### src/hdl/pwmmc_pkg.sv
// package: register map, field layouts and reset values of the pwm master
`default_nettype none
package pwmmc_pkg;
    // number of pwm outputs and counter width
    localparam int PWMMC_NUM_OUT = 6;
    localparam int PWMMC_CNT_W = 12;
    localparam int PWMMC_ADDR_W = 12;
    // register byte addresses
    localparam logic [11:0] PWMMC_CTL0_ADDR = 12'hf20;
    localparam logic [11:0] PWMMC_CTL1_ADDR = 12'hf24;
    localparam logic [11:0] PWMMC_MASK_ADDR = 12'hf28;
    localparam logic [11:0] PWMMC_OFFLVL_ADDR = 12'hf2c;
    localparam logic [11:0] PWMMC_PERIOD_ADDR = 12'hf30;
    localparam logic [11:0] PWMMC_STATUS_ADDR = 12'hf34;
    localparam logic [11:0] PWMMC_DUTY_BASE = 12'hf40;
    // status field positions
    localparam int PWMMC_STAT_CTRL_BIT = 16;
    localparam int PWMMC_STAT_DOWN_BIT = 17;
    // reset values
    localparam logic [7:0] PWMMC_CTL0_RST = 8'h00;
    localparam logic [7:0] PWMMC_CTL1_RST = 8'h00;
    localparam logic [11:0] PWMMC_PERIOD_RST = 12'h0ff;
    localparam logic [11:0] PWMMC_DUTY_RST = 12'h000;
    // master control register layout, bit 7 down to bit 0
    typedef struct packed {
        logic outputs_off_control;
        logic selective_output_disable;
        logic align_center;
        logic rsvd4;
        logic converter_trigger_enable;
        logic rsvd2;
        logic ready;
        logic modulator_enable;
    } pwmmc_ctl0_t;
    // second control register: reload interval and prescale holds
    typedef struct packed {
        logic [1:0] reload_interval;
        logic [3:0] rsvd;
        logic [1:0] prescale;
    } pwmmc_ctl1_t;
    // working timebase values shared by top and counter
    typedef struct packed {
        logic [PWMMC_CNT_W-1:0] period;
        logic [1:0] prescale;
    } pwmmc_work_t;
endpackage
`default_nettype wire

### src/hdl/pwmmc_counter.sv
// master pwm counter with prescaler, edge and center alignment
`default_nettype none
module pwmmc_counter
    import pwmmc_pkg::*;
#(
    parameter int CNT_W = PWMMC_CNT_W
)
(
    input wire logic core_clk,
    input wire logic reset_n,
    input wire logic run,
    input wire logic center,
    input wire logic [1:0] prescale,
    input wire logic [CNT_W-1:0] period,
    output logic [CNT_W-1:0] count,
    output logic down,
    output logic period_end
);
    // counter state
    typedef struct packed {
        logic [2:0] div;
        logic [CNT_W-1:0] count;
        logic down;
        logic period_end;
    } pwmmc_cnt_state_t;

    pwmmc_cnt_state_t st_ff; // registered state
    pwmmc_cnt_state_t nxt_st; // next state
    logic [2:0] div_max; // last prescaler count
    logic tick; // one counter step

    assign div_max = 3'((4'h1 << prescale) - 4'h1);
    assign tick = run && (st_ff.div == div_max);

    // next state of prescaler and counter
    always_comb
    begin
        nxt_st = st_ff;
        nxt_st.period_end = 1'b0;
        if (!run)
        begin
            // stopped and cleared while disabled
            nxt_st = '0;
        end
        else if (!tick)
        begin
            nxt_st.div = st_ff.div + 3'h1;
        end
        else
        begin
            nxt_st.div = 3'h0;
            if (!center)
            begin
                // edge aligned ramp 0..period
                if (st_ff.count >= period)
                begin
                    nxt_st.count = '0;
                    nxt_st.period_end = 1'b1;
                end
                else
                    nxt_st.count = st_ff.count + 1'b1;
            end
            else if (!st_ff.down)
            begin
                // center aligned up slope
                if (st_ff.count >= period)
                begin
                    nxt_st.down = 1'b1;
                    if (st_ff.count != '0)
                        nxt_st.count = st_ff.count - 1'b1;
                end
                else
                    nxt_st.count = st_ff.count + 1'b1;
            end
            else
            begin
                // down slope ends the period at zero
                if (st_ff.count == '0)
                begin
                    nxt_st.down = 1'b0;
                    nxt_st.period_end = 1'b1;
                end
                else
                    nxt_st.count = st_ff.count - 1'b1;
            end
        end
    end

    // state register
    always_ff @(posedge core_clk)
    begin
        if (!reset_n)
            st_ff <= '0;
        else
            st_ff <= nxt_st;
    end

    assign count = st_ff.count;
    assign down = st_ff.down;
    assign period_end = st_ff.period_end;
endmodule
`default_nettype wire

### src/hdl/pwmmc_outstage.sv
// per output compare and off-state forcing
`default_nettype none
module pwmmc_outstage
    import pwmmc_pkg::*;
#(
    parameter int N = PWMMC_NUM_OUT,
    parameter int CNT_W = PWMMC_CNT_W
)
(
    input wire logic [CNT_W-1:0] count,
    input wire logic [N-1:0][CNT_W-1:0] duty,
    input wire logic run,
    input wire logic control,
    input wire logic sel_disable,
    input wire logic [N-1:0] mask,
    input wire logic [N-1:0] off_level,
    output logic [N-1:0] raw,
    output logic [N-1:0] pin_next
);
    // one compare and gate per output
    genvar i;
    generate
        for (i = 0; i < N; i++)
        begin : g_out
            // active while count below duty
            assign raw[i] = (count < duty[i]);
            // off-state when stopped, outputs off or masked
            assign pin_next[i] = (!run || !control ||
                                  (sel_disable && mask[i]))
                                 ? off_level[i] : raw[i];
        end
    endgenerate
endmodule
`default_nettype wire

### src/hdl/pwmmc_top.sv
// pwm master control: apb registers, reload handshake and pin gating
//
// Operation
// - outputs off bit low forces off-state immediately
// - outputs off bit high returns control at reload
// - selective disable low: modulator drives all outputs
// - selective disable high: masked outputs forced off
// - alignment bit low gives edge aligned waveforms
// - alignment bit high gives center aligned waveforms
// - converter trigger pulses only when enable bit set
// - ready high: copy holding values at reload
// - modulator disabled forces outputs to off-state
// - disabled modulator holds master counter stopped
// - enabled modulator drives the pins
// - reload every period, or every 2/4/8
`default_nettype none
module pwmmc_top
    import pwmmc_pkg::*;
#(
    parameter int N = PWMMC_NUM_OUT,
    parameter int CNT_W = PWMMC_CNT_W
)
(
    input wire logic core_clk,
    input wire logic reset_n,
    input wire logic psel,
    input wire logic penable,
    input wire logic pwrite,
    input wire logic [PWMMC_ADDR_W-1:0] paddr,
    input wire logic [31:0] pwdata,
    output logic [31:0] prdata,
    output logic pready,
    output logic pslverr,
    output logic [N-1:0] pwm_out,
    output logic adc_trigger
);
    // whole block state
    typedef struct packed {
        pwmmc_ctl0_t ctl0;
        pwmmc_ctl1_t ctl1;
        logic [N-1:0] mask;
        logic [N-1:0] off_level;
        logic [CNT_W-1:0] period_hold;
        logic [N-1:0][CNT_W-1:0] duty_hold;
        logic [N-1:0][CNT_W-1:0] duty_work;
        pwmmc_work_t work;
        logic [1:0] interval;
        logic [2:0] reload_cnt;
        logic modulator_control;
        logic [N-1:0] pins;
        logic adc_trigger;
        logic [31:0] prdata;
        logic pready;
        logic pslverr;
    } pwmmc_top_state_t;

    pwmmc_top_state_t st_ff; // registered state
    pwmmc_top_state_t nxt_st; // next state

    logic [CNT_W-1:0] count; // master counter value
    logic cnt_down; // center aligned down slope
    logic period_end; // one pulse per pwm period
    logic [2:0] interval_max; // periods per reload minus one
    logic reload; // reload event this cycle
    logic [N-1:0] raw; // unforced modulator outputs
    logic [N-1:0] pin_next; // gated outputs
    logic apb_take; // access completes this edge
    logic wr_take; // completed write
    logic duty_hit; // address inside duty block
    logic [2:0] duty_idx; // selected duty register
    logic [31:0] rd_data; // read mux
    logic rd_err; // unmapped address

    // master counter, stopped while disabled
    pwmmc_counter #(
        .CNT_W(CNT_W)
    ) u_counter (
        .core_clk(core_clk),
        .reset_n(reset_n),
        .run(st_ff.ctl0.modulator_enable),
        .center(st_ff.ctl0.align_center),
        .prescale(st_ff.work.prescale),
        .period(st_ff.work.period),
        .count(count),
        .down(cnt_down),
        .period_end(period_end)
    );

    // compare and off-state gating per output
    pwmmc_outstage #(
        .N(N),
        .CNT_W(CNT_W)
    ) u_outstage (
        .count(count),
        .duty(st_ff.duty_work),
        .run(st_ff.ctl0.modulator_enable),
        .control(st_ff.modulator_control),
        .sel_disable(st_ff.ctl0.selective_output_disable),
        .mask(st_ff.mask),
        .off_level(st_ff.off_level),
        .raw(raw),
        .pin_next(pin_next)
    );

    // reload every 1, 2, 4 or 8 periods
    // a shorter new interval must not strand the count above its limit
    assign interval_max = 3'((4'h1 << st_ff.interval) - 4'h1);
    assign reload = period_end && st_ff.ctl0.modulator_enable &&
                    (st_ff.reload_cnt >= interval_max);

    // apb access phase ends when our registered ready is seen
    assign apb_take = psel && penable && st_ff.pready;
    assign wr_take = apb_take && pwrite;
    assign duty_idx = paddr[4:2];
    assign duty_hit = (paddr[11:5] == PWMMC_DUTY_BASE[11:5]) &&
                      (duty_idx < 3'(N));

    // read mux and address decode
    always_comb
    begin
        rd_data = 32'h0;
        rd_err = 1'b0;
        if (paddr[1:0] != 2'b00)
            rd_err = 1'b1; // unaligned
        else if (paddr == PWMMC_CTL0_ADDR)
            rd_data = 32'(st_ff.ctl0); // reserved bits read back
        else if (paddr == PWMMC_CTL1_ADDR)
            rd_data = 32'(st_ff.ctl1);
        else if (paddr == PWMMC_MASK_ADDR)
            rd_data = 32'(st_ff.mask);
        else if (paddr == PWMMC_OFFLVL_ADDR)
            rd_data = 32'(st_ff.off_level);
        else if (paddr == PWMMC_PERIOD_ADDR)
            rd_data = 32'(st_ff.period_hold);
        else if (paddr == PWMMC_STATUS_ADDR)
        begin
            // live counter and control state
            rd_data = 32'(count);
            rd_data[PWMMC_STAT_CTRL_BIT] = st_ff.modulator_control;
            rd_data[PWMMC_STAT_DOWN_BIT] = cnt_down;
        end
        else if (duty_hit)
            rd_data = 32'(st_ff.duty_hold[duty_idx]);
        else
            rd_err = 1'b1; // unmapped
    end

    // next state of the whole block
    always_comb
    begin
        nxt_st = st_ff;
        // apb answer: one wait cycle, then ready for one cycle
        nxt_st.pready = psel && penable && !st_ff.pready;
        if (psel && penable && !st_ff.pready)
        begin
            nxt_st.prdata = pwrite ? 32'h0 : rd_data;
            nxt_st.pslverr = rd_err;
        end
        else
        begin
            nxt_st.prdata = 32'h0;
            nxt_st.pslverr = 1'b0;
        end
        // reload interval counting, hardware side
        if (!st_ff.ctl0.modulator_enable)
            nxt_st.reload_cnt = 3'h0;
        else if (period_end)
        begin
            nxt_st.reload_cnt = reload ? 3'h0 : st_ff.reload_cnt + 3'h1;
            // interval hold takes effect at each period end
            nxt_st.interval = st_ff.ctl1.reload_interval;
        end
        // holding to working transfer only when ready
        if (reload && st_ff.ctl0.ready)
        begin
            // copy holding values and consume ready
            nxt_st.work.period = st_ff.period_hold;
            nxt_st.work.prescale = st_ff.ctl1.prescale;
            nxt_st.duty_work = st_ff.duty_hold;
            nxt_st.ctl0.ready = 1'b0;
        end
        // software writes after hardware updates, so a write wins
        if (wr_take && !rd_err)
        begin
            if (paddr == PWMMC_CTL0_ADDR)
                nxt_st.ctl0 = pwmmc_ctl0_t'(pwdata[7:0]);
            else if (paddr == PWMMC_CTL1_ADDR)
                nxt_st.ctl1 = pwmmc_ctl1_t'(pwdata[7:0]);
            else if (paddr == PWMMC_MASK_ADDR)
                nxt_st.mask = pwdata[N-1:0];
            else if (paddr == PWMMC_OFFLVL_ADDR &&
                     !st_ff.ctl0.modulator_enable)
                nxt_st.off_level = pwdata[N-1:0];
            else if (paddr == PWMMC_PERIOD_ADDR)
                nxt_st.period_hold = pwdata[CNT_W-1:0];
            else if (duty_hit)
                nxt_st.duty_hold[duty_idx] = pwdata[CNT_W-1:0];
        end
        // outputs off acts at once, return waits for reload
        if (!nxt_st.ctl0.outputs_off_control)
            nxt_st.modulator_control = 1'b0;
        else if (reload)
            nxt_st.modulator_control = 1'b1;
        // registered pins and converter trigger
        nxt_st.pins = pin_next;
        nxt_st.adc_trigger = period_end &&
                             st_ff.ctl0.modulator_enable &&
                             st_ff.ctl0.converter_trigger_enable;
    end

    // state register
    always_ff @(posedge core_clk)
    begin
        if (!reset_n)
        begin
            st_ff <= '0;
            st_ff.ctl0 <= pwmmc_ctl0_t'(PWMMC_CTL0_RST);
            st_ff.ctl1 <= pwmmc_ctl1_t'(PWMMC_CTL1_RST);
            st_ff.period_hold <= CNT_W'(PWMMC_PERIOD_RST);
            st_ff.duty_hold <= {N{CNT_W'(PWMMC_DUTY_RST)}};
        end
        else
            st_ff <= nxt_st;
    end

    // outputs straight from flops
    assign prdata = st_ff.prdata;
    assign pready = st_ff.pready;
    assign pslverr = st_ff.pslverr;
    assign pwm_out = st_ff.pins;
    assign adc_trigger = st_ff.adc_trigger;
endmodule
`default_nettype wire

### config.mk
export PLATFORM = sky130hd
export DESIGN_NAME = pwmmc_top
export DESIGN_NICKNAME = d
export VERILOG_FILES = /design/src/hdl/pwmmc_pkg.sv /design/src/hdl/pwmmc_counter.sv /design/src/hdl/pwmmc_outstage.sv /design/src/hdl/pwmmc_top.sv
export SDC_FILE = /design/constraint.sdc
export NUM_CORES = 1
export LEC_CHECK = 0
export BUFFER_PORTS_ARGS = -buffer_cell sky130_fd_sc_hd__clkbuf_2
export CAP_MARGIN = 20
export CELL_PAD_IN_SITES_DETAIL_PLACEMENT = 1
export CELL_PAD_IN_SITES_GLOBAL_PLACEMENT = 1
export CORE_ASPECT_RATIO = 0.6
export CORE_UTILIZATION = 40
export CTS_BUF_LIST = sky130_fd_sc_hd__clkbuf_4 sky130_fd_sc_hd__clkbuf_8 sky130_fd_sc_hd__clkbuf_16
export CTS_CLUSTER_DIAMETER = 50
export DETAILED_ROUTE_END_ITERATION = 8
export GPL_ROUTABILITY_DRIVEN = 0
export PLACE_DENSITY_LB_ADDON = 0.1
export SYNTH_ARGS = -nofsm -noshare
export SYNTH_HDL_FRONTEND = slang
export SYNTH_HIERARCHICAL = 1
export SYNTH_SLANG_ARGS = --single-unit
export TNS_END_PERCENT = 20
### constraint.sdc
create_clock -name core_clk -period 3 [get_ports core_clk]
set_clock_uncertainty 0.15 [all_clocks]
set_input_delay 0.3 -clock core_clk [delete_from_list [all_inputs] [get_ports core_clk]]
set_output_delay 0.3 -clock core_clk [all_outputs]
set_load 0.005 [all_outputs]
==> summary.md <==
| Metric | Value |
|---|---|
| Max-slew violations | 0 |
| WL final | 43900 µm |
| Worst hold endpoint | prdata[17] |
| Leakage | 5.36 nW |
| Reg2Reg Depth | 6 |
| Fmax | 0.355 GHz |
| Least-Margin Pin Slew | 0.970 ns |
| Port-buffer cells | 51 |
| Die Ht | 141 µm |
| DRC Markers | 0 |
| Setup bufs post-CTS | 0 |
| Core area | 31300 µm² |
| Hold Startpoint | pwrite |
| Fin crit share | 0.938 |
| Initial antenna violation count | 4 |
| Crit-path max FO | 12 |
| Endpoints failing setup | 0 |
| Max VDD drop | 0.439 mV |
| Synth Warn # | 6 |
| CP Capture Type | flop |
| First-pass GRT wire length | 66700 µm |
| Slew HR | 0.353 |
| Clk_lat worst skew | 0.56 ns |
| PostCTS Resize Cnt | 0 |
| DP Worst Slack | 0.264 ns |
| Vias in the first global route | 10900 |
| Overflow after GRT | 0 |
| H-tree lvl count | 1 |
| Outcome | completed |
| Flop2flop setup slack | 0.19 ns |
| Die ar. | 32800 µm² |
| Setup TNS Final | 0 ns |
| CTS Sinks | 244 |
| Syn Std Cell Area | 12800 µm² |
| Hold path depth | 3 |
| Maximum buffer depth of the clock tree | 3 |
| Min-delay worst type | primary input to flop |
| Total Routing Usage GR | 0.269 |
| CP required | 3.32 ns |
| Area Growth Syn to Fin | 12.5% |
| Final worst path period need | 2.81 ns |
| Post-Synthesis Cells | 1528 |
| Via density | 5.55 |
| Crit path DAT | 3.14 ns |
| Reg-to-reg endpoint | u_counter/count[1] |
| Unrepaired setup endpoints after global routing | false |
| DR pass1 iterations | 5 |
| Die width | 233 µm |
| CTS root buf | clkbuf_16 |
| WL/cell | 22.0 µm |
| Largest net degree at the start of global routing | 100 |
| Reg2reg start | u_counter/count[3] |
| Fin nets | 1691 |
| Max-cap viol count | 0 |
| Setup ws final | 0.186 ns |
| Share of layout cells above drive strength 1 | 0.117 |
| CTS buffer count | 27 |
| Row cnt | 50 |
| Setup crit start kind | flop |
| Hold_buf cts | 23 |
| CTS tree | yes |
| Syn avg cell area | 8.39 µm² |
| Worst-path clk slew | 0.06 ns |
| Critical path class | flop to flop |
| Starting Density | 0.409 |
| Vias | 11100 |
| HPWL after DPL | 31300 µm |
| Pwr Density | 474 nW/µm² |
| Ant. Diodes | 0 |
| Fin. Hold Viols | 0 |
| DR iter-0 viols | 710 |
| Filler cells | 3718 |
| I/O pins | 90 |
| Post-route ant nets | 0 |
-- worst max-delay path by stage --
stage,startpoint,endpoint,cells after the start,slack (ns)
floorplan,st_ff[46],st_ff[108],9,0.66
global placement,u_counter/count[3],u_counter/count[5],6,0.32
detailed placement,u_counter/count[3],u_counter/count[1],6,0.26
CTS,u_counter/count[3],u_counter/count[1],6,0.21
global route,u_counter/count[3],u_counter/count[1],6,0.03
finish,u_counter/count[3],u_counter/count[1],6,0.19
-- power by group --
| group | switching (mW) | total [mW] | leakage [nW] | internal [mW] |
|---|---|---|---|---|
| clock network | 1.49 | 3.35 | 0.432 | 1.86 |
| registers | 0.000516 | 3.24 | 1.96 | 3.24 |
| logic | 0.165 | 0.244 | 2.96 | 0.0794 |
-- per-stage QoR --
stage | power, mW | hold slack (ns) | utilization | std cells | cell area [µm²]
finish | 6.84 | 0.0330 | 0.460 | 1993 | 14400
global route | 7.05 | 0.0208 | 0.460 | 1993 | 14400
CTS | 6.90 | 0.0160 | 0.460 | 1993 | 14400
detailed placement | 3.54 | 0.308 | 0.425 | 1920 | 13300
global placement | 3.54 | 0.301 | 0.425 | 1920 | 13300
floorplan | 3.46 | 0.270 | - | 1545 | 12900
-- final cells by class --
cell class	count	area (µm²)	share of cell area
Timing Repair Buffer	123	897	0.0622
Multi-Input combinational cell	1074	6920	0.480
Clock inverter	16	136	0.00946
Sequential cell	244	4880	0.339
Clock buffer	34	741	0.0514
Inverter	86	323	0.0224
Tap cell	416	520	0.0361
-- worst max-delay path, cell delays in order (launching register included) --
cell,delay [ns]
dfxtp_1,0.46
ha_1,0.32
or2_2,0.30
o221ai_2,0.38
nand3_1,0.50
mux2_2,0.45
a21oi_1,0.17
-- cell usage in the layout (no fill, tap or decap), types with 6 or more instances in the layout --
master         instances
nand2_1              281
dfxtp_1              244
o21ai_0              106
nand3_1              104
a21boi_0              90
inv_1                 86
ha_1                  86
mux2i_1               63
clkbuf_2              50
buf_4                 46
a21oi_1               43
nor2_1                41
clkbuf_16             27
dlygate4sd3_1         23
nand4_1               19
o22ai_1               18
conb_1                18
nor3_1                17
and2_1                15
nand2b_1               9
o31ai_1                9
nor2b_1                8
o221ai_1               8
o22a_1                 8
a22oi_1                8
o21a_1                 7
or3_1                  6
mux4_2                 6
clkinv_2               6
xnor2_1                6
-- layer usage --
layer / vias to the layer above / share of wire / global-route usage
li1: 5320 / - / -
met1: 5429 / 0.50 / 0.397
met2: 261 / 0.42 / 0.398
met3: 49 / 0.064 / 0.0591
met4: 0 / 0.018 / 0.0544
met5: - / 0 / 0
No activity file was read; power rests on OpenSTA's default activity.
